==> config.mk <==
export PLATFORM = sky130hd
export DESIGN_NAME = rwpt_top
export DESIGN_NICKNAME = d
export VERILOG_FILES = /design/src/shared/rwpt_pkg.sv /design/src/design/rwpt_flags.sv /design/src/design/rwpt_top.sv
export SDC_FILE = /design/constraint.sdc
export NUM_CORES = 1
export LEC_CHECK = 0
export ABC_AREA = 1
export BUFFER_PORTS_ARGS = -buffer_cell sky130_fd_sc_hd__buf_4
export CORE_ASPECT_RATIO = 0.6
export CORE_MARGIN = 2
export CORE_UTILIZATION = 45
export DETAILED_ROUTE_END_ITERATION = 12
export PLACE_DENSITY = 0.66
export RECOVER_POWER = 25
export SETUP_SLACK_MARGIN = 0.05
export SYNTH_ARGS = -nofsm -noshare
export SYNTH_HDL_FRONTEND = slang
export SYNTH_SLANG_ARGS = --single-unit
==> constraint.sdc <==
create_clock -name clk -period 2.97 [get_ports clk]
set_input_delay 0.594 -clock clk [delete_from_list [all_inputs] [get_ports clk]]
set_output_delay 0.594 -clock clk [all_outputs]
set_load 0.01 [all_outputs]
==> src/shared/rwpt_pkg.sv <==
// Constants, field layouts and carrier types of the real-time counter with periodic timer
//
// Operation
// - One selected kernel clock feeds both the counter and the periodic timer.
// - counter_enable_bit written 1 enables the counter, written 0 disables it.
// - tick_timer_on written 1 enables the periodic timer, written 0 disables it.
// - Periodic timer uses the shared prescaler; counter period comes from wrap_limit.
// - Prescaler is cleared and held at zero while both enables are 0, counts when either is 1.
// - First tick and first increment may come anywhere within one full period.
// - After the first interrupt the tick output toggles every half period.
// - Sixteen-cycle setting makes the tick output follow prescaler bit 3.
// - Wrap and compare events are pulses lasting one kernel clock period.
// - Events fire under exactly the conditions that set the matching flags.
// - Count reaching wrap_limit flags a wrap and returns the count to zero.
// - Count equal to compare_match flags a compare match.
// - Wrap and compare share one interrupt; the periodic timer has its own.
// - The tick interrupt condition occurs each time the selected period passes.
// - Any interrupt condition sets its flag whether or not it is enabled.
// - Request is active while enable and flag are set, until flag cleared.
// - Separate flag and enable registers for the counter and the periodic timer.
// - Counter runs in idle, in standby only with keep_running_asleep; timer always.
// - Prescaler field divides the kernel clock by two to its value.
package rwpt_pkg;

  // ----------------------------------------------------------------
  // Register indices (byte address is four times the index)
  // ----------------------------------------------------------------
  localparam logic [4:0] IDX_MAIN_CONTROL  = 5'h00;
  localparam logic [4:0] IDX_STATUS        = 5'h01;
  localparam logic [4:0] IDX_IRQ_ENABLE    = 5'h02;
  localparam logic [4:0] IDX_IRQ_FLAG      = 5'h03;
  localparam logic [4:0] IDX_SOURCE_CHOICE = 5'h07;
  localparam logic [4:0] IDX_COUNT         = 5'h08;
  localparam logic [4:0] IDX_WRAP_LIMIT    = 5'h0A;
  localparam logic [4:0] IDX_COMPARE       = 5'h0C;
  localparam logic [4:0] IDX_TICK_CONTROL  = 5'h10;
  localparam logic [4:0] IDX_TICK_STATUS   = 5'h11;
  localparam logic [4:0] IDX_TICK_IRQ_EN   = 5'h12;
  localparam logic [4:0] IDX_TICK_FLAG     = 5'h13;

  // ----------------------------------------------------------------
  // Field positions
  // ----------------------------------------------------------------
  localparam int MC_ENABLE_POS  = 0;
  localparam int MC_PRESC_POS   = 3;
  localparam int MC_ASLEEP_POS  = 7;
  localparam int FLAG_WRAP_POS  = 0;
  localparam int FLAG_CMP_POS   = 1;
  localparam int TC_ON_POS      = 0;
  localparam int TC_PERIOD_POS  = 3;
  localparam int TICK_FLAG_POS  = 0;

  // ----------------------------------------------------------------
  // Reset values and encodings
  // ----------------------------------------------------------------
  localparam logic [7:0]  RST_MAIN_CONTROL  = 8'h00;
  localparam logic [7:0]  RST_TICK_CONTROL  = 8'h00;
  localparam logic [1:0]  RST_SOURCE_CHOICE = 2'h0;
  localparam logic [15:0] RST_WRAP_LIMIT    = 16'hFFFF;
  localparam logic [15:0] RST_COMPARE       = 16'h0000;
  localparam logic [15:0] RST_COUNT         = 16'h0000;
  localparam int          PRESC_W           = 15;
  localparam logic [3:0]  PERIOD_OFF        = 4'h0;
  localparam logic [3:0]  PERIOD_SIXTEEN    = 4'h3;
  localparam logic [3:0]  PERIOD_MAX        = 4'hE;
  localparam logic [1:0]  RESP_OKAY         = 2'h0;
  localparam logic [1:0]  RESP_SLVERR       = 2'h2;

  // ----------------------------------------------------------------
  // Carrier types
  // ----------------------------------------------------------------
  typedef struct packed {
    logic       keep_running_asleep;
    logic [3:0] prescaler;
    logic       counter_enable_bit;
  } rwpt_main_ctrl_t;

  typedef struct packed {
    logic [3:0] period;
    logic       tick_timer_on;
  } rwpt_tick_ctrl_t;

  typedef struct packed {
    logic compare_match;
    logic wrap_event;
  } rwpt_cnt_ev_t;

  typedef enum logic [0:0] {
    RWPT_W_COLLECT = 1'b0,
    RWPT_W_RESP    = 1'b1
  } rwpt_wstate_t;

  typedef enum logic [0:0] {
    RWPT_R_IDLE = 1'b0,
    RWPT_R_DATA = 1'b1
  } rwpt_rstate_t;

endpackage

==> src/design/rwpt_flags.sv <==
// Sticky flag bank where a hardware set beats a software clear
`timescale 1ns/10ps
`default_nettype none
module rwpt_flags #(
  parameter int N = 3
) (
  input  wire logic         clk,     // System clock
  input  wire logic         arst_n,  // Asynchronous reset, active low
  input  wire logic         ce,      // Clock enable, freezes flags when low
  input  wire logic [N-1:0] set,     // Hardware event per flag
  input  wire logic [N-1:0] clr,     // Software clear per flag
  output logic      [N-1:0] flag_r   // Sticky flags
);

  logic [N-1:0] flag_nxt;

  // ----------------------------------------------------------------
  // Per-bit next value
  // ----------------------------------------------------------------
  for (genvar i = 0; i < N; i++) begin : g_bit
    // Set wins when it lands in the clearing cycle
    assign flag_nxt[i] = set[i] | (flag_r[i] & ~clr[i]);
  end

  // Register stage
  always_ff @(posedge clk or negedge arst_n) begin
    if (!arst_n) begin
      flag_r <= '0;
    end else if (ce) begin
      flag_r <= flag_nxt;
    end
  end

endmodule
`default_nettype wire

==> src/design/rwpt_top.sv <==
// Real-time counter with periodic timer behind an AXI4-Lite slave
`timescale 1ns/10ps
`default_nettype none
module rwpt_top
  import rwpt_pkg::*;
#(
  parameter int CNT_W  = 16,
  parameter int NSRC   = 4,
  parameter int ADDR_W = 8
) (
  input  wire logic              clk,            // System clock, 100 MHz
  input  wire logic              arst_n,         // Asynchronous reset, active low
  input  wire logic              ce,             // Clock enable, freezes all state
  input  wire logic [NSRC-1:0]   kernel_tick,    // One-cycle pulse per kernel clock, per source
  input  wire logic              sleep_standby,  // Device is in standby sleep
  input  wire logic [ADDR_W-1:0] s_axi_awaddr,   // Write address
  input  wire logic [2:0]        s_axi_awprot,   // Write protection, unused
  input  wire logic              s_axi_awvalid,  // Write address valid
  output logic                   s_axi_awready,  // Write address ready
  input  wire logic [31:0]       s_axi_wdata,    // Write data
  input  wire logic [3:0]        s_axi_wstrb,    // Write byte strobes
  input  wire logic              s_axi_wvalid,   // Write data valid
  output logic                   s_axi_wready,   // Write data ready
  output logic [1:0]             s_axi_bresp,    // Write response
  output logic                   s_axi_bvalid,   // Write response valid
  input  wire logic              s_axi_bready,   // Write response ready
  input  wire logic [ADDR_W-1:0] s_axi_araddr,   // Read address
  input  wire logic [2:0]        s_axi_arprot,   // Read protection, unused
  input  wire logic              s_axi_arvalid,  // Read address valid
  output logic                   s_axi_arready,  // Read address ready
  output logic [31:0]            s_axi_rdata,    // Read data
  output logic [1:0]             s_axi_rresp,    // Read response
  output logic                   s_axi_rvalid,   // Read data valid
  input  wire logic              s_axi_rready,   // Read data ready
  output logic                   irq_counter,    // Wrap and compare interrupt request
  output logic                   irq_tick,       // Periodic timer interrupt request
  output rwpt_cnt_ev_t           cnt_events,     // Wrap and compare event pulses
  output logic                   tick_wave       // Periodic timer square output
);

  // ----------------------------------------------------------------
  // Elaboration checks
  // ----------------------------------------------------------------
  if (CNT_W < 1 || CNT_W > 16) begin : g_chk_cnt
    $error("CNT_W must lie between 1 and 16");
  end
  if (NSRC < 1 || NSRC > 4) begin : g_chk_src
    $error("NSRC must lie between 1 and 4");
  end
  if (ADDR_W < 7) begin : g_chk_addr
    $error("ADDR_W must be at least 7");
  end

  // ----------------------------------------------------------------
  // Declarations
  // ----------------------------------------------------------------
  rwpt_wstate_t      wst_r, wst_nxt;
  rwpt_rstate_t      rst_r, rst_nxt;
  logic              aw_have_r, aw_have_nxt;
  logic              w_have_r, w_have_nxt;
  logic [4:0]        waddr_r, waddr_nxt;
  logic              wbad_r, wbad_nxt;
  logic [31:0]       wdata_r, wdata_nxt;
  logic [3:0]        wstrb_r, wstrb_nxt;
  logic [1:0]        bresp_r, bresp_nxt;
  logic [31:0]       rdata_r, rdata_nxt;
  logic [1:0]        rresp_r, rresp_nxt;
  logic              do_wr;
  logic [4:0]        ridx;
  logic              rbad;

  rwpt_main_ctrl_t   mc_r, mc_nxt;
  rwpt_tick_ctrl_t   tc_r, tc_nxt;
  logic [1:0]        irq_en_r, irq_en_nxt;
  logic              tick_en_r, tick_en_nxt;
  logic [1:0]        src_r, src_nxt;
  logic [CNT_W-1:0]  per_r, per_nxt;
  logic [CNT_W-1:0]  cmp_r, cmp_nxt;

  logic [PRESC_W-1:0] presc_r, presc_nxt;
  logic [CNT_W-1:0]   cnt_r, cnt_nxt;
  rwpt_cnt_ev_t       ev_r, ev_nxt;
  logic               tick_prev_r, tick_prev_nxt;
  logic [3:0]         ktick_all;
  logic               ktick;
  logic               run_cnt;
  logic               presc_on;
  logic [PRESC_W-1:0] pmask;
  logic               cnt_tick;
  logic               wrap_hit;
  logic               cmp_hit;
  logic               tick_level;
  logic               tick_rise;
  logic [2:0]         flag_set;
  logic [2:0]         flag_clr;
  logic [2:0]         flags;

  // Byte-lane merge of a write into an old word
  function automatic logic [31:0] wmerge(input logic [31:0] old, input logic [31:0] dat,
                                         input logic [3:0] strb);
    logic [31:0] res;
    res = old;
    for (int b = 0; b < 4; b++) begin
      if (strb[b]) begin
        res[8*b +: 8] = dat[8*b +: 8];
      end
    end
    return res;
  endfunction

  // Address map check
  function automatic logic mapped(input logic [4:0] idx);
    case (idx)
      IDX_MAIN_CONTROL, IDX_STATUS, IDX_IRQ_ENABLE, IDX_IRQ_FLAG,
      IDX_SOURCE_CHOICE, IDX_COUNT, IDX_WRAP_LIMIT, IDX_COMPARE,
      IDX_TICK_CONTROL, IDX_TICK_STATUS, IDX_TICK_IRQ_EN, IDX_TICK_FLAG: mapped = 1'b1;
      default: mapped = 1'b0;
    endcase
  endfunction

  // ----------------------------------------------------------------
  // AXI4-Lite slave
  // ----------------------------------------------------------------
  assign s_axi_awready = !aw_have_r && (wst_r == RWPT_W_COLLECT);
  assign s_axi_wready  = !w_have_r && (wst_r == RWPT_W_COLLECT);
  assign s_axi_bvalid  = (wst_r == RWPT_W_RESP);
  assign s_axi_bresp   = bresp_r;
  assign s_axi_arready = (rst_r == RWPT_R_IDLE);
  assign s_axi_rvalid  = (rst_r == RWPT_R_DATA);
  assign s_axi_rdata   = rdata_r;
  assign s_axi_rresp   = rresp_r;
  assign do_wr         = aw_have_r && w_have_r && (wst_r == RWPT_W_COLLECT) && !wbad_r;
  assign ridx          = s_axi_araddr[6:2];
  assign rbad          = (|s_axi_araddr[ADDR_W-1:7]) || !mapped(ridx);

  // Bus channel next state and read mux
  always_comb begin
    wst_nxt     = wst_r;
    rst_nxt     = rst_r;
    aw_have_nxt = aw_have_r;
    w_have_nxt  = w_have_r;
    waddr_nxt   = waddr_r;
    wbad_nxt    = wbad_r;
    wdata_nxt   = wdata_r;
    wstrb_nxt   = wstrb_r;
    bresp_nxt   = bresp_r;
    rdata_nxt   = rdata_r;
    rresp_nxt   = rresp_r;
    if (s_axi_awvalid && s_axi_awready) begin
      aw_have_nxt = 1'b1;
      waddr_nxt   = s_axi_awaddr[6:2];
      wbad_nxt    = (|s_axi_awaddr[ADDR_W-1:7]) || !mapped(s_axi_awaddr[6:2]);
    end
    if (s_axi_wvalid && s_axi_wready) begin
      w_have_nxt = 1'b1;
      wdata_nxt  = s_axi_wdata;
      wstrb_nxt  = s_axi_wstrb;
    end
    case (wst_r)
      RWPT_W_COLLECT: begin
        if (aw_have_r && w_have_r) begin
          wst_nxt     = RWPT_W_RESP;
          bresp_nxt   = wbad_r ? RESP_SLVERR : RESP_OKAY;
          aw_have_nxt = 1'b0;
          w_have_nxt  = 1'b0;
        end
      end
      RWPT_W_RESP: begin
        if (s_axi_bready) begin
          wst_nxt = RWPT_W_COLLECT;
        end
      end
      default: wst_nxt = RWPT_W_COLLECT;
    endcase
    case (rst_r)
      RWPT_R_IDLE: begin
        if (s_axi_arvalid) begin
          rst_nxt   = RWPT_R_DATA;
          rresp_nxt = rbad ? RESP_SLVERR : RESP_OKAY;
          rdata_nxt = 32'h0000_0000;
          if (!rbad) begin
            case (ridx)
              IDX_MAIN_CONTROL: begin
                rdata_nxt[MC_ASLEEP_POS]       = mc_r.keep_running_asleep;
                rdata_nxt[MC_PRESC_POS +: 4]   = mc_r.prescaler;
                rdata_nxt[MC_ENABLE_POS]       = mc_r.counter_enable_bit;
              end
              IDX_IRQ_ENABLE:    rdata_nxt[1:0] = irq_en_r;
              IDX_IRQ_FLAG:      rdata_nxt[1:0] = flags[1:0];
              IDX_SOURCE_CHOICE: rdata_nxt[1:0] = src_r;
              IDX_COUNT:         rdata_nxt[CNT_W-1:0] = cnt_r;
              IDX_WRAP_LIMIT:    rdata_nxt[CNT_W-1:0] = per_r;
              IDX_COMPARE:       rdata_nxt[CNT_W-1:0] = cmp_r;
              IDX_TICK_CONTROL: begin
                rdata_nxt[TC_PERIOD_POS +: 4] = tc_r.period;
                rdata_nxt[TC_ON_POS]          = tc_r.tick_timer_on;
              end
              IDX_TICK_IRQ_EN:   rdata_nxt[TICK_FLAG_POS] = tick_en_r;
              IDX_TICK_FLAG:     rdata_nxt[TICK_FLAG_POS] = flags[2];
              default:           rdata_nxt = 32'h0000_0000;
            endcase
          end
        end
      end
      RWPT_R_DATA: begin
        if (s_axi_rready) begin
          rst_nxt = RWPT_R_IDLE;
        end
      end
      default: rst_nxt = RWPT_R_IDLE;
    endcase
  end

  // Bus channel registers
  always_ff @(posedge clk or negedge arst_n) begin
    if (!arst_n) begin
      wst_r     <= RWPT_W_COLLECT;
      rst_r     <= RWPT_R_IDLE;
      aw_have_r <= 1'b0;
      w_have_r  <= 1'b0;
      waddr_r   <= 5'h00;
      wbad_r    <= 1'b0;
      wdata_r   <= 32'h0000_0000;
      wstrb_r   <= 4'h0;
      bresp_r   <= RESP_OKAY;
      rdata_r   <= 32'h0000_0000;
      rresp_r   <= RESP_OKAY;
    end else if (ce) begin
      wst_r     <= wst_nxt;
      rst_r     <= rst_nxt;
      aw_have_r <= aw_have_nxt;
      w_have_r  <= w_have_nxt;
      waddr_r   <= waddr_nxt;
      wbad_r    <= wbad_nxt;
      wdata_r   <= wdata_nxt;
      wstrb_r   <= wstrb_nxt;
      bresp_r   <= bresp_nxt;
      rdata_r   <= rdata_nxt;
      rresp_r   <= rresp_nxt;
    end
  end

  // ----------------------------------------------------------------
  // Configuration registers
  // ----------------------------------------------------------------
  always_comb begin
    logic [31:0] m;
    m           = 32'h0000_0000;
    mc_nxt      = mc_r;
    tc_nxt      = tc_r;
    irq_en_nxt  = irq_en_r;
    tick_en_nxt = tick_en_r;
    src_nxt     = src_r;
    per_nxt     = per_r;
    cmp_nxt     = cmp_r;
    if (do_wr) begin
      case (waddr_r)
        IDX_MAIN_CONTROL: begin
          if (wstrb_r[0]) begin
            mc_nxt.keep_running_asleep = wdata_r[MC_ASLEEP_POS];
            mc_nxt.prescaler           = wdata_r[MC_PRESC_POS +: 4];
            mc_nxt.counter_enable_bit  = wdata_r[MC_ENABLE_POS];
          end
        end
        IDX_IRQ_ENABLE: begin
          if (wstrb_r[0]) begin
            irq_en_nxt = wdata_r[1:0];
          end
        end
        IDX_SOURCE_CHOICE: begin
          if (wstrb_r[0]) begin
            src_nxt = wdata_r[1:0];
          end
        end
        IDX_WRAP_LIMIT: begin
          m       = wmerge(32'(per_r), wdata_r, wstrb_r);
          per_nxt = m[CNT_W-1:0];
        end
        IDX_COMPARE: begin
          m       = wmerge(32'(cmp_r), wdata_r, wstrb_r);
          cmp_nxt = m[CNT_W-1:0];
        end
        IDX_TICK_CONTROL: begin
          if (wstrb_r[0]) begin
            tc_nxt.period        = wdata_r[TC_PERIOD_POS +: 4];
            tc_nxt.tick_timer_on = wdata_r[TC_ON_POS];
          end
        end
        IDX_TICK_IRQ_EN: begin
          if (wstrb_r[0]) begin
            tick_en_nxt = wdata_r[TICK_FLAG_POS];
          end
        end
        default: m = 32'h0000_0000;
      endcase
    end
  end

  // Configuration register stage
  always_ff @(posedge clk or negedge arst_n) begin
    if (!arst_n) begin
      mc_r      <= rwpt_main_ctrl_t'({RST_MAIN_CONTROL[MC_ASLEEP_POS],
                                      RST_MAIN_CONTROL[MC_PRESC_POS +: 4],
                                      RST_MAIN_CONTROL[MC_ENABLE_POS]});
      tc_r      <= rwpt_tick_ctrl_t'({RST_TICK_CONTROL[TC_PERIOD_POS +: 4],
                                      RST_TICK_CONTROL[TC_ON_POS]});
      irq_en_r  <= 2'h0;
      tick_en_r <= 1'b0;
      src_r     <= RST_SOURCE_CHOICE;
      per_r     <= RST_WRAP_LIMIT[CNT_W-1:0];
      cmp_r     <= RST_COMPARE[CNT_W-1:0];
    end else if (ce) begin
      mc_r      <= mc_nxt;
      tc_r      <= tc_nxt;
      irq_en_r  <= irq_en_nxt;
      tick_en_r <= tick_en_nxt;
      src_r     <= src_nxt;
      per_r     <= per_nxt;
      cmp_r     <= cmp_nxt;
    end
  end

  // ----------------------------------------------------------------
  // Prescaler, counter, events and periodic timer
  // ----------------------------------------------------------------
  assign ktick_all  = 4'(kernel_tick);
  assign ktick      = ktick_all[src_r];
  assign run_cnt    = mc_r.counter_enable_bit && (!sleep_standby || mc_r.keep_running_asleep);
  assign presc_on   = mc_r.counter_enable_bit || tc_r.tick_timer_on;
  assign pmask      = ~({PRESC_W{1'b1}} << mc_r.prescaler);
  assign cnt_tick   = ktick && run_cnt && ((presc_r & pmask) == pmask);
  assign wrap_hit   = cnt_tick && (cnt_r == per_r);
  assign cmp_hit    = cnt_tick && (cnt_r == cmp_r);
  // Tick output follows prescaler bit PERIOD, giving a 2^(PERIOD+1) square wave
  assign tick_level = tc_r.tick_timer_on && (tc_r.period != PERIOD_OFF) &&
                      (tc_r.period <= PERIOD_MAX) && presc_r[tc_r.period];
  assign tick_rise  = tick_level && !tick_prev_r;

  // Timing next state
  always_comb begin
    logic [31:0] m;
    m             = 32'h0000_0000;
    presc_nxt     = presc_r;
    cnt_nxt       = cnt_r;
    ev_nxt        = ev_r;
    tick_prev_nxt = tick_level;
    if (!presc_on) begin
      presc_nxt = '0;
    end else if (ktick) begin
      presc_nxt = presc_r + PRESC_W'(1);
    end
    if (do_wr && waddr_r == IDX_COUNT) begin
      m       = wmerge(32'(cnt_r), wdata_r, wstrb_r);
      cnt_nxt = m[CNT_W-1:0];
    end else if (wrap_hit) begin
      cnt_nxt = '0;
    end else if (cnt_tick) begin
      cnt_nxt = cnt_r + CNT_W'(1);
    end
    // Events hold for exactly one kernel clock period
    if (ktick) begin
      ev_nxt.wrap_event    = wrap_hit;
      ev_nxt.compare_match = cmp_hit;
    end
  end

  // Timing register stage
  always_ff @(posedge clk or negedge arst_n) begin
    if (!arst_n) begin
      presc_r     <= '0;
      cnt_r       <= RST_COUNT[CNT_W-1:0];
      ev_r        <= '0;
      tick_prev_r <= 1'b0;
    end else if (ce) begin
      presc_r     <= presc_nxt;
      cnt_r       <= cnt_nxt;
      ev_r        <= ev_nxt;
      tick_prev_r <= tick_prev_nxt;
    end
  end

  // ----------------------------------------------------------------
  // Flags and interrupt requests
  // ----------------------------------------------------------------
  assign flag_set = {tick_rise, cmp_hit, wrap_hit};
  assign flag_clr[FLAG_WRAP_POS] = do_wr && waddr_r == IDX_IRQ_FLAG && wstrb_r[0] && wdata_r[FLAG_WRAP_POS];
  assign flag_clr[FLAG_CMP_POS]  = do_wr && waddr_r == IDX_IRQ_FLAG && wstrb_r[0] && wdata_r[FLAG_CMP_POS];
  assign flag_clr[2] = do_wr && waddr_r == IDX_TICK_FLAG && wstrb_r[0] && wdata_r[TICK_FLAG_POS];

  rwpt_flags #(
    .N (3)
  ) u_flags (
    .clk    (clk),
    .arst_n (arst_n),
    .ce     (ce),
    .set    (flag_set),
    .clr    (flag_clr),
    .flag_r (flags)
  );

  // Shared counter vector, separate tick vector
  assign irq_counter = |(flags[1:0] & irq_en_r);
  assign irq_tick    = flags[2] && tick_en_r;
  assign cnt_events  = ev_r;
  assign tick_wave   = tick_prev_r;

endmodule
`default_nettype wire

After elaboration in Yosys (flattened, before gate mapping)
Memory sizes are Yosys's and may differ from the RTL's. Cells that the tools add are included.

Bits in registers: 149. Memory bits (read-only): 64. Input bits: 71. Output and inout bits: 46. Logic and storage cells: 167. Memories: 2.

Add/subtract/negate cells: 2. Order comparisons: 3. Equal/unequal tests: 24. Shift-type cells: 1. Mux-type cells: 33. Bitwise logic cells: 14. Reductions and logical operators: 58.

Memories: (no name shown) (depth 32, width 1, rd ports 1, clocked after memory_dff 0, write ports 0, line rwpt_top.sv:113) `case (idx)`; (no name shown) (depth 32, width 1, rd ports 1, clocked after memory_dff 0, write ports 0, line rwpt_top.sv:113).

Operator list (number): 16-bit 2-to-1 mux (4); 4-bit AND reduction (9); 16-bit equality test (2); 5-bit by 4-bit equality test with 1-bit output, second input constant (6); 5-bit equality test, second input constant (6); 15-bit 2-to-1 mux (2); 1-bit logical AND (25); 8-bit case mux with 3 select lines (1); 5-bit by 2-bit equality test with 1-bit output, second input constant (4); 4-bit case mux with 5 select lines (1); 16-bit by 1-bit adder with 16-bit output, second input constant (1); 8-bit 2-to-1 mux (2); 15-bit by 1-bit adder with 15-bit output, second input constant (1); 15-bit bitwise AND (1); 15-bit equality test (1); 15-bit NOT (1); 15-bit by 4-bit left shift with 15-bit output, first input constant (1); 1-bit 2-to-1 mux (13); 3-bit AND reduction (4); 5-bit by 3-bit equality test with 1-bit output, second input constant (2); 5-bit zero test (2); 1-bit case mux with 10 select lines (1); 2-bit AND reduction (4); 1-bit zero test (7); 19 further kinds (34).

Logic depth before layout (Yosys ltp)
Gate-level depths: netlist of the first run.

Depth after elaboration: 9. Mapped depth: 15. Mapped depth without buffers: 14.

Modules after synthesis
Synthesis of the first run repeated with hierarchy kept, for this count alone.

Cells, all modules: 1055. Area, all modules: 7542.2 µm².

Modules (own cells, without submodules): rwpt_top (instances 1, cells each 1040, area each 7422.1 µm², sequential area each 3223.1 µm²); rwpt_flags (instances 1, cells each 15, area each 120.1 µm², sequential area each 75.1 µm²).

Worst setup path before layout of the first run
OpenSTA, ideal clock, no wires.

Path type: input -> register. From: input s_axi_araddr[5]. To: register rdata_r[1], in the netlist s_axi_rdata[1]. Setup time: 0.127 ns. Arrival: 1.549 ns. Data required time: 2.843 ns. Setup slack: 1.295 ns. Stages: 7. Path buffers: 1. Cell sequence: inv_1 nor3_1 nand2_1 clkbuf_1 o21ai_0 o31ai_1 nand2_1.

Longest elaborated chain between the ends: 4. Elaborated cells between the ends (all ways): 11. Classes of those cells: eq/ne: 6; mux: 2; reduce/logical: 2; memory: 1.

Ends and longest elaborated chain: start, declared (line rwpt_top.sv:27) `input wire logic [ADDR_W-1:0] s_axi_araddr,`; memory read 32 x 1 bit; 1-bit zero test (line rwpt_top.sv:134) `assign rbad = (|s_axi_araddr[ADDR_W-1:7]) || !mapped(ridx);`; 1-bit logical OR (line rwpt_top.sv:134); 16-bit 2-to-1 mux * (line rwpt_top.sv:181) `if (!rbad) begin`; end signal, assigned (line rwpt_top.sv:238) `rdata_r <= rdata_nxt;`; end, declared (line rwpt_top.sv:66) `logic [31:0] rdata_r, rdata_nxt;`.

Every way passes the cells marked *; elsewhere a longest branch is shown, timed or not. A chain may end at the register's enable or synchronous reset.

==> key figures, run 1 <==
Run status
  • Outcome: complete, but fails checks
  • Failing checks: max-capacitance violations, max-slew violations

Placed design
  • Port Buf Inserts: 70
  • Area after DPL: 8180 sq um
  • Dpl hpwl: 16500 um
  • Routability cong.: 0.909

Worst setup path
  • CP Launch Type: input port
  • FF-to-FF End: cnt_r[9]
  • Required @ worst endpoint: 3.20 ns
  • Crit-path cells: buf_4 > clkbuf_2
  • Worst path slowest cell: clkbuf_2
  • Maximum fanout along the worst path: 66
  • WP data arrival: 2.39 ns
  • Critical path endpoint category: async pin
  • Crit Path Category: input port to async pin
  • FF-to-FF setup slack: 0.84 ns
  • WP buf/inv: 2
  • Worst R2R Path Depth: 11
  • Worst path depth: 2
  • Worst Setup EP: cmp_r[10]
  • Reg-to-Reg Start: mc_r[4]
  • CP Launch Point: arst_n
  • Max incr delay on CP: 1.29 ns
  • CP delay by family, top: buffers and inverters

Synth
  • Top_reg_cell synth: dfrtp_1
  • Mean Syn Cell Area: 7.15 sq um
  • EDFF count, synth: 0
  • Post-synth top cells: nand2_1, inv_1, dfrtp_1
  • Synthesis-stage register bit count: 131
  • Mapped Cells: 1052
  • Top cells by area, synth: dfrtp_1, nand2_1, o21ai_0
  • Netlist Area Pre-Place: 7520 sq um
  • Area leader, netlist: dfrtp_1
  • Asr flop ratio synth: 100%
  • Synthesis Warnings: 0
  • Top-area cell type share of the netlist area: 38.3%
  • Most numerous cell in the Yosys netlist: nand2_1
  • Sequential element share of the synthesized area: 43.9%
  • Post-synthesis cell type count: 42

Clock network
  • Clk root buf: clkbuf_16
  • Inserted Clock Buffers: 17
  • Post-CTS Hold Buffers: 0
  • PostCTS Resize Cnt: 0
  • Clock buffer depth: 2
  • Worst-path clk slew: 0.06 ns
  • H-tree levels: 4
  • Clock sink count: 131
  • CTS tree: built
  • Worst-Skew Late Latency: 0.43 ns
  • Post-CTS Setup Repair Bufs: 0

Route
  • Drt initial violations: 704
  • DR WL/cell: 15.9 um
  • DRC: 0
  • Final wirelength: 21600 um
  • Via/cell ratio: 5.25
  • Antenna viol nets, final: 0
  • Vias post-DR: 7137
  • Drt first pass iters: 7

Floorplan
  • I/O pin count: 117
  • Die Span X: 171 um
  • Die Span Y: 104 um
  • CORE AREA: 16300 sq um
  • Initial Util: 46.1%
  • Die area: 17800 sq um
  • # rows: 36

Power
  • Peak VDD IR: 0.000341 V
  • Leak pwr: 0.00403 uW
  • Pwr dens: 602 nW/um^2

GRT
  • Gr ovfl total: 0
  • First-pass GRT wire length: 34400 um
  • Vias in the first global route: 6211
  • Initial antenna violation count: 0
  • GRT Util Overall: 25.3%
  • Pin count of the biggest net entering global routing: 67

Timing
  • Time the worst path needs with I/O delays and setup: 2.16 ns
  • Final Skew: 0.0159 ns
  • Final Max Slew Viols: 67
  • Final hold viol count: 0
  • Fin Setup TNS: 0 ns
  • RSZ-0062 raised after global routing: no
  • Slew @ Worst Pin: 1.63 ns
  • Fin crit share: 72.9%
  • Final setup fails: 0
  • Rel. slew slack: -8.44%
  • F_max: 462 MHz

Layout
  • Final instance area: 8740 sq um
  • Final core occ: 53.6%
  • Share of cells above drive strength 1: 12.6%
  • Nets: 1192
  • ANT cells: 0
  • Layout area overhead: 16.2%

Hold path
  • Worst Hold Class: input port to async pin

Job
  • Max-cap violation count: 1
==> per-stage QoR <==
step | total power [uW] | worst slack [ns] | instances | hold WS, ns
final | 5260 | 0.806 | 1360 | 0.144
after global placement | 3190 | 0.800 | 1328 | 0.464
after CTS | 5290 | 0.890 | 1360 | 0.181
after global routing | 5530 | 0.445 | 1360 | 0.195
after detailed placement | 3210 | 0.694 | 1328 | 0.466
after floorplan | 2820 | 1.29 | 1069 | 0.298
==> final cells by class <==
cell class | count | area, sq um
Inverter | 127 | 477
Clock inverter | 15 | 158
Sequential cell | 131 | 3300
Multi-Input combinational cell | 766 | 3530
Fill cell | 1631 | 7570
Clock buffer | 17 | 425
Tap cell | 228 | 285
Timing Repair Buffer | 76 | 561
==> registers in the layout (all words and copies together) (netlist names), 2 cells and up <==
signal / cells
wdata_r: 16
src_r: 2
irq_en_r: 2
mc_r: 6
per_r: 16
tc_r: 5
s_axi_rdata: 16
presc_r: 15
u_flags.flag_r: 3
cnt_r: 16
wstrb_r: 2
cnt_events: 2
cmp_r: 16
waddr_r: 5
==> layer usage <==
layer	up-vias	GRT usage, %	share of wire, %
li1	3502	-	-
met1	3268	44.0	53
met2	349	28.9	34
met3	18	6.93	12
met4	0	6.36	0.97
met5	-	0	0
==> power breakdown <==
| group | leakage, uW | internal (uW) | total, uW | switching, uW |
|---|---|---|---|---|
| Clock | 0.000276 | 1240 | 2060 | 827 |
| Sequential | 0.00171 | 2030 | 2250 | 221 |
| Combinational | 0.00204 | 302 | 943 | 642 |
| Total | 0.00403 | 3570 | 5260 | 1690 |
==> placed cells by master, fill, tap and decap left out, types with 3 or more instances in the layout <==
cell type	synthesis	routed
nor3_1	32	32
xnor2_1	8	8
buf_4	21	73
nor2_2	5	5
clkinvlp_4	0	4
o2111ai_1	3	3
inv_1	120	120
a221oi_1	6	6
o211ai_1	3	3
xor2_1	7	7
clkinv_1	3	3
clkbuf_16	0	17
o21ai_0	110	110
nand4_1	18	18
nor4_1	7	7
dfstp_2	16	16
nand2_1	369	369
a21oi_1	16	16
dfrtp_1	115	115
o21ai_1	6	6
clkinv_4	0	4
nor2_1	75	75
nand3_1	45	45
o22ai_1	11	11
o221ai_1	4	4
clkinv_2	0	3
inv_2	4	4
conb_1	1	18
==> how the worst min path moves through the flow <==
stage | from | endpoint | slack [ns] | depth (start not counted)
2_1_floorplan | arst_n | aw_have_r | 0.30 | 0
3_3_place_gp | cnt_r[14] | cnt_r[14] | 0.46 | 2
3_5_place_dp | cnt_r[14] | cnt_r[14] | 0.47 | 2
4_1_cts | arst_n | wbad_r | 0.18 | 1
5_1_grt | arst_n | wbad_r | 0.19 | 1
6_report | arst_n | wbad_r | 0.14 | 1
==> cells by family after synthesis <==
kind of cell	after synthesis	share of synthesized area [%]
AO/OA/AOI/OAI	167	12.5
XOR/XNOR	15	1.75
adder cells (fa/ha/maj)	2	0.333
buffers and inverters	172	9.99
flip-flops	131	43.9
other	1	0.0499
AND/OR/NAND/NOR	564	31.5
No activity file was read; power rests on OpenSTA's default activity.
==> run 2, diff against run 1 <==
- PLACE_DENSITY: 0.66 -> 0.68
- clock period: 2.97 -> 1.8 ns (I/O delays scaled with it)
==> key figures, run 2 (same netlist as run 1, synthesis figures left out) <==
GRT
  • Vias in the first global route: 7007 (was 6211)
  • First-pass GRT wire length: 37800 um (was 34400 um)
  • Gr ovfl total: 0 (unchanged)
  • GRT Util Overall: 27.7% (was 25.3%)
  • Initial antenna violation count: 0 (unchanged)
  • Pin count of the biggest net entering global routing: 54 (was 67)

Timing
  • Final setup fails: 9 (was 0)
  • Slew @ Worst Pin: 0.759 ns (was 1.63 ns)
  • Final Max Slew Viols: 0 (was 67)
  • Minimum hold slack: 0.143 ns (was 0.144 ns)
  • Final Skew: 0.00855 ns (was 0.0159 ns)
  • Final setup margin: -0.0366 ns (was 0.806 ns)
  • Rel. slew slack: 49.4% (was -8.44%)
  • RSZ-0062 raised after global routing: yes (was no)
  • F_max: 544 MHz
  • Time the worst path needs with I/O delays and setup: 1.84 ns
  • Fin crit share: 102%
  • Final hold viol count: 0 (unchanged)

Power
  • Overall Power: 9330 uW (was 5260 uW)
  • Peak VDD IR: 0.000678 V (was 0.000341 V)
  • Leak pwr: 0.00462 uW (was 0.00403 uW)
  • Pwr dens: 952 nW/um^2 (was 602 nW/um^2)

Worst setup path
  • Required @ worst endpoint: 2.11 ns (was 3.20 ns)
  • Critical path endpoint category: flip-flop (was async pin)
  • Maximum fanout along the worst path: 16 (was 66)
  • CP most frequent cell: nand2_1
  • Max incr delay on CP: 0.46 ns (was 1.29 ns)
  • WP data arrival: 2.15 ns (was 2.39 ns)
  • Worst path slowest cell: dfrtp_2 (was clkbuf_2)
  • Crit Path Category: flip-flop to flip-flop (was input port to async pin)
  • CP Launch Type: flip-flop (was input port)
  • Crit-path cells: nor2_4 > nand2_1 > nand2_1 > nand2_1 > nor2_2 > nand3_2 > nor2_8 > nand2_8 > nand2_1 > nand2_1 > nand2_2 > nand2_1 (was buf_4 > clkbuf_2)

Route
  • Drt first pass iters: 7 (unchanged)
  • Final wirelength: 23800 um (was 21600 um)
  • DR WL/cell: 16.3 um (was 15.9 um)
  • Vias post-DR: 7669 (was 7137)
  • Drt initial violations: 915 (was 704)
  • Antenna viol nets, final: 0 (unchanged)
  • DRC: 0 (unchanged)
  • Via/cell ratio: 5.25 (about the same)

Floorplan
  • Initial Util: 46.1% (unchanged)
  • Die Span Y: 104 um (unchanged)
  • CORE AREA: 16300 sq um (unchanged)
  • # rows: 36 (unchanged)
  • I/O pin count: 117 (unchanged)
  • Die Span X: 171 um (unchanged)
  • Die area: 17800 sq um (unchanged)

Placed design
  • Port Buf Inserts: 70 (unchanged)
  • Dpl cells: 1417 (was 1328)
  • Routability cong.: 0.960 (was 0.909)
  • Dpl hpwl: 17900 um (was 16500 um)
  • Area after DPL: 8890 sq um (was 8180 sq um)
  • Dpl ws: -0.0623 ns (was 0.694 ns)

Job
  • Max-cap violation count: 0 (was 1)

Clock network
  • Worst-Skew Late Latency: 0.42 ns (was 0.43 ns)
  • CTS tree: built (unchanged)
  • H-tree levels: 4 (unchanged)
  • Worst-path clk slew: 0.06 ns (about the same)
  • Clock sink count: 131 (unchanged)
  • Clk root buf: clkbuf_16 (unchanged)
  • Inserted Clock Buffers: 17 (unchanged)
  • Clock buffer depth: 2 (unchanged)

Layout
  • ANT cells: 0 (unchanged)
  • Final instance area: 9800 sq um (was 8740 sq um)
  • Commonest non-fill, non-tap cell in the layout: nand2_1 (unchanged)
  • Commonest non-fill, non-tap cells in the layout: nand2_1, buf_4, inv_1 (was nand2_1, inv_1, dfrtp_1)
  • Non-filler instance count after layout: 1462 (was 1360)
  • Nets: 1294 (was 1192)
  • Share of cells above drive strength 1: 23.2% (was 12.6%)
  • Layout area overhead: 30.4% (was 16.2%)

Hold path
  • Worst Hold Class: input port to flip-flop (was input port to async pin)

Run status
  • Failing checks: negative setup slack (was max-capacitance violations, max-slew violations)
  • Outcome: complete, but fails checks (unchanged)
==> run 2: cell count changes in the layout (fill, tap and decap cells not counted), moves of 4 or more <==
cell and change:
buf_4 +88, nand2_1 -19, nand2_2 +18, nor2_1 -10
dfrtp_1 -8, dfrtp_2 +8, buf_12 +6, nor2_2 +6
buf_6 +5, nor2_4 +4
==> run 2: where the power goes <==
group	internal [uW]	switching, uW	total, uW
logic	702	1240	1940
registers	3350	331	3680
clock network	2380	1320	3700
==> run 2: critical path: cells and delay by family (launching register included) <==
family	cells	cell delay [ns]
AND/OR/NAND/NOR	12	1.27
flip-flops	1	0.46
==> run 2: worst paths after layout <==
check                                    start              to  slack [ns]  cells past startpoint
worst max-delay path                   mc_r[1]        cnt_r[8]       -0.04                     12
worst min-delay path            s_axi_wdata[4]      wdata_r[4]        0.14                      3
worst max register to register         mc_r[1]        cnt_r[8]       -0.04                     12
worst min register to register        cmp_r[7]        cmp_r[7]        0.49                      2
max in group asynchronous               arst_n        src_r[0]        0.17                      3
min in group asynchronous               arst_n  s_axi_bresp[1]        0.50                      2
==> run 2: timing repair <==
item                                    in CTS  in global routing
gates resized for setup                     29                 32
setup buffers                                3                  9
hold buffers                                 1                  0
endpoints found under the hold margin       18                  0
endpoints found under the setup margin      21                 33
pin swaps                                   13                  9
gates cloned                                 0                  0
==> run 2: per-layer routing <==
| layer | vias to the layer above | track usage (%) | routed length [um] |
|---|---|---|---|
| met5 | - | 0 | 0 |
| met4 | 0 | 4.30 | 200 |
| met3 | 19 | 10.0 | 2990 |
| met2 | 417 | 33.1 | 8600 |
| met1 | 3537 | 46.3 | 12000 |
| li1 | 3696 | - | - |
==> run 2: metrics by stage <==
step | util (%) | TNS, ns
detailed placement | 54.5 | -0.692
CTS | 59.0 | -0.0583
floorplan | - | 0
finish | 60.1 | -0.119
global placement | 54.5 | -0.289
global route | 60.1 | -2.68
==> run 2: cell type report <==
class	instances	area, sq um
timing repair buffer	178	1420
multi-input combinational	766	3690
clock buffer	22	464
tap	228	285
inverter	127	479
sequential	131	3310
fill	1573	6500
clock inverter	10	156
==> run 3, diff against run 2 <==
- CORE_UTILIZATION: 45 -> 29
- PLACE_DENSITY: 0.68 -> not set
- clock period: 1.8 -> 1.6 ns (I/O delays scaled with it)
==> key figures, run 3 (same netlist as run 1, synthesis figures left out) <==
Timing
  • Rel. slew slack: 39.2% (was 49.4%)
  • Final setup fails: 21 (was 9)
  • Final hold viol count: 0 (unchanged)
  • F_max: 547 MHz (was 544 MHz)
  • Fin crit share: 114% (was 102%)
  • Final setup margin: -0.228 ns (was -0.0366 ns)
  • Final Skew: 0.0108 ns (was 0.00855 ns)
  • Slew @ Worst Pin: 0.912 ns (was 0.759 ns)
  • RSZ-0062 raised after global routing: yes (unchanged)
  • Time the worst path needs with I/O delays and setup: 1.83 ns (was 1.84 ns)
  • Final Max Slew Viols: 0 (unchanged)

Layout
  • Final core occ: 44.4% (was 60.1%)
  • Fill count: 2530 (was 1573)
  • Share of cells above drive strength 1: 35.6% (was 23.2%)
  • Area of the multi-input gates: 4200 sq um (was 3690 sq um)
  • ANT cells: 0 (unchanged)
  • Nets: 1385 (was 1294)
  • Commonest non-fill, non-tap cells in the layout: nand2_1, buf_4, inv_1 (unchanged)
  • Commonest non-fill, non-tap cell in the layout: nand2_1 (unchanged)
  • Sequential cell area: 3310 sq um (about the same)
  • Layout area overhead: 49.9% (was 30.4%)

Job
  • Max-cap violation count: 0 (unchanged)

Clock network
  • CTS tree: built (unchanged)
  • Inserted Clock Buffers: 17 (unchanged)
  • Clock buffer depth: 2 (unchanged)
  • Clock sink count: 131 (unchanged)
  • Clk root buf: clkbuf_16 (unchanged)
  • Worst-path clk slew: 0.06 ns (about the same)
  • Worst-Skew Late Latency: 0.44 ns (was 0.42 ns)
  • H-tree levels: 4 (unchanged)

Route
  • DRC: 0 (unchanged)
  • Final wirelength: 27600 um (was 23800 um)
  • Vias post-DR: 8076 (was 7669)
  • Antenna viol nets, final: 0 (unchanged)
  • Via/cell ratio: 4.82 (was 5.25)
  • Drt first pass iters: 5 (was 7)
  • DR WL/cell: 16.5 um (was 16.3 um)
  • Drt initial violations: 1003 (was 915)

Hold path
  • Hold wc startpoint: s_axi_wstrb[1] (was s_axi_wdata[4])
  • Worst hold stages: 3 (unchanged)
  • Worst Hold Class: input port to flip-flop (unchanged)
  • Hold Crit Endpoint: wstrb_r[1] (was wdata_r[4])

GRT
  • Vias in the first global route: 7083 (was 7007)
  • First-pass GRT wire length: 40100 um (was 37800 um)
  • Initial antenna violation count: 0 (unchanged)
  • GRT Util Overall: 19.7% (was 27.7%)
  • Gr ovfl total: 0 (unchanged)
  • Pin count of the biggest net entering global routing: 34 (was 54)

Placed design
  • Routability cong.: 0.925 (was 0.960)
  • Port Buf Inserts: 70 (unchanged)
  • Dpl hpwl: 20300 um (was 17900 um)

Floorplan
  • Die Span Y: 129 um (was 104 um)
  • # rows: 45 (was 36)
  • Die Span X: 212 um (was 171 um)
  • Initial Util: 29.6% (was 46.1%)
  • Die area: 27300 sq um (was 17800 sq um)
  • CORE AREA: 25400 sq um (was 16300 sq um)
  • I/O pin count: 117 (unchanged)

Worst setup path
  • FF-to-FF End: cnt_r[2] (was cnt_r[8])
  • WP data arrival: 2.19 ns (was 2.15 ns)
  • Worst R2R Path Depth: 12 (unchanged)
  • CP Launch Type: flip-flop (unchanged)
  • Maximum fanout along the worst path: 8 (was 16)
  • Reg-to-Reg Start: mc_r[2] (was mc_r[1])
  • Crit Path Category: flip-flop to flip-flop (unchanged)
  • Required @ worst endpoint: 1.97 ns (was 2.11 ns)
  • Critical path endpoint category: flip-flop (unchanged)
  • FF-to-FF setup slack: -0.23 ns (was -0.04 ns)

Run status
  • Failing checks: negative setup slack (unchanged)
  • Outcome: complete, but fails checks (unchanged)

Power
  • Pwr dens: 999 nW/um^2 (was 952 nW/um^2)
  • Peak VDD IR: 0.000837 V (was 0.000678 V)
  • Leak pwr: 0.00526 uW (was 0.00462 uW)
  • Overall Power: 11300 uW (was 9330 uW)
[run 3: changes by cell type in the layout (fill, tap and decap cells not counted), moves of 9 or more]
cell,previous run,this run
buf_4,161,235
nand2_2,19,39
o21ai_0,108,62
o21ai_1,8,24
nand2_1,350,316
inv_2,4,14
inv_1,119,110
buf_6,5,14
nand2_4,1,15
o21ai_2,0,30
[run 3: per-stage QoR]
stage	instances	area, sq um	hold WS, ns	setup TNS [ns]	worst slack [ns]
after floorplan	1069	7620	0.0244	-0.210	-0.0212
after global placement	1621	9690	0.240	-7.17	-0.285
after detailed placement	1621	9690	0.240	-8.00	-0.296
after CTS	1660	10500	0.0714	-3.38	-0.198
after global routing	1677	11300	0.0954	-6.77	-0.335
final	1677	11300	0.0830	-3.95	-0.228
[run 3: worst max-delay path, cell delays in order, from the launching register on]
cell and delay (ns):
dfrtp_2 0.48, nand2_2 0.10, nor2_4 0.12, nand2_1 0.07, nor2_1 0.10, nor2_1 0.05, nand2_2 0.12, nor2_8 0.06
buf_12 0.15, buf_6 0.12, o21bai_4 0.21, nand2_1 0.08, nand2_1 0.09
[run 3: worst max-delay path by stage]
stage                               start         endpoint  depth (start not counted)
final                             mc_r[2]         cnt_r[2]                         12
after CTS                         mc_r[2]         cnt_r[2]                         12
after floorplan                   mc_r[3]         cnt_r[3]                         14
after detailed placement  s_axi_araddr[5]  s_axi_rdata[13]                          9
after global routing              mc_r[2]        cnt_r[11]                         12
after global placement    s_axi_araddr[5]  s_axi_rdata[13]                          9
[run 3: what timing repair did]
action | 4_1_cts | 5_1_grt
pin swaps | 25 | 37
setup endpoints to repair | 63 | 89
hold buffers | 1 | 0
buffers inserted | 6 | 11
resized for setup | 31 | 238
endpoints found under the hold margin | 23 | 0
cloned | 0 | 6
[run 3: cell type report]
class                   instances  share of cell area [%]
multi-input cells             768                    37.2
flip-flops and latches        131                    29.3
repair buffers                267                    19.7
inverters                     127                    4.35
well taps                     352                    3.91
clock buffers                  18                    3.81
clock inverters                14                    1.67
[run 3: power by group]
group	internal (uW)	switching [uW]
clock network	2600	1590
registers	3770	395
logic	1100	1820
total	7460	3800
[run 3: layer usage]
| layer | global-route usage, % | up-vias | routed length, um |
|---|---|---|---|
| met5 | 0 | - | 0 |
| met2 | 22.7 | 345 | 9860 |
| li1 | - | 3886 | - |
| met3 | 6.57 | 17 | 3000 |
| met1 | 32.9 | 3828 | 14600 |
| met4 | 4.02 | 0 | 179 |
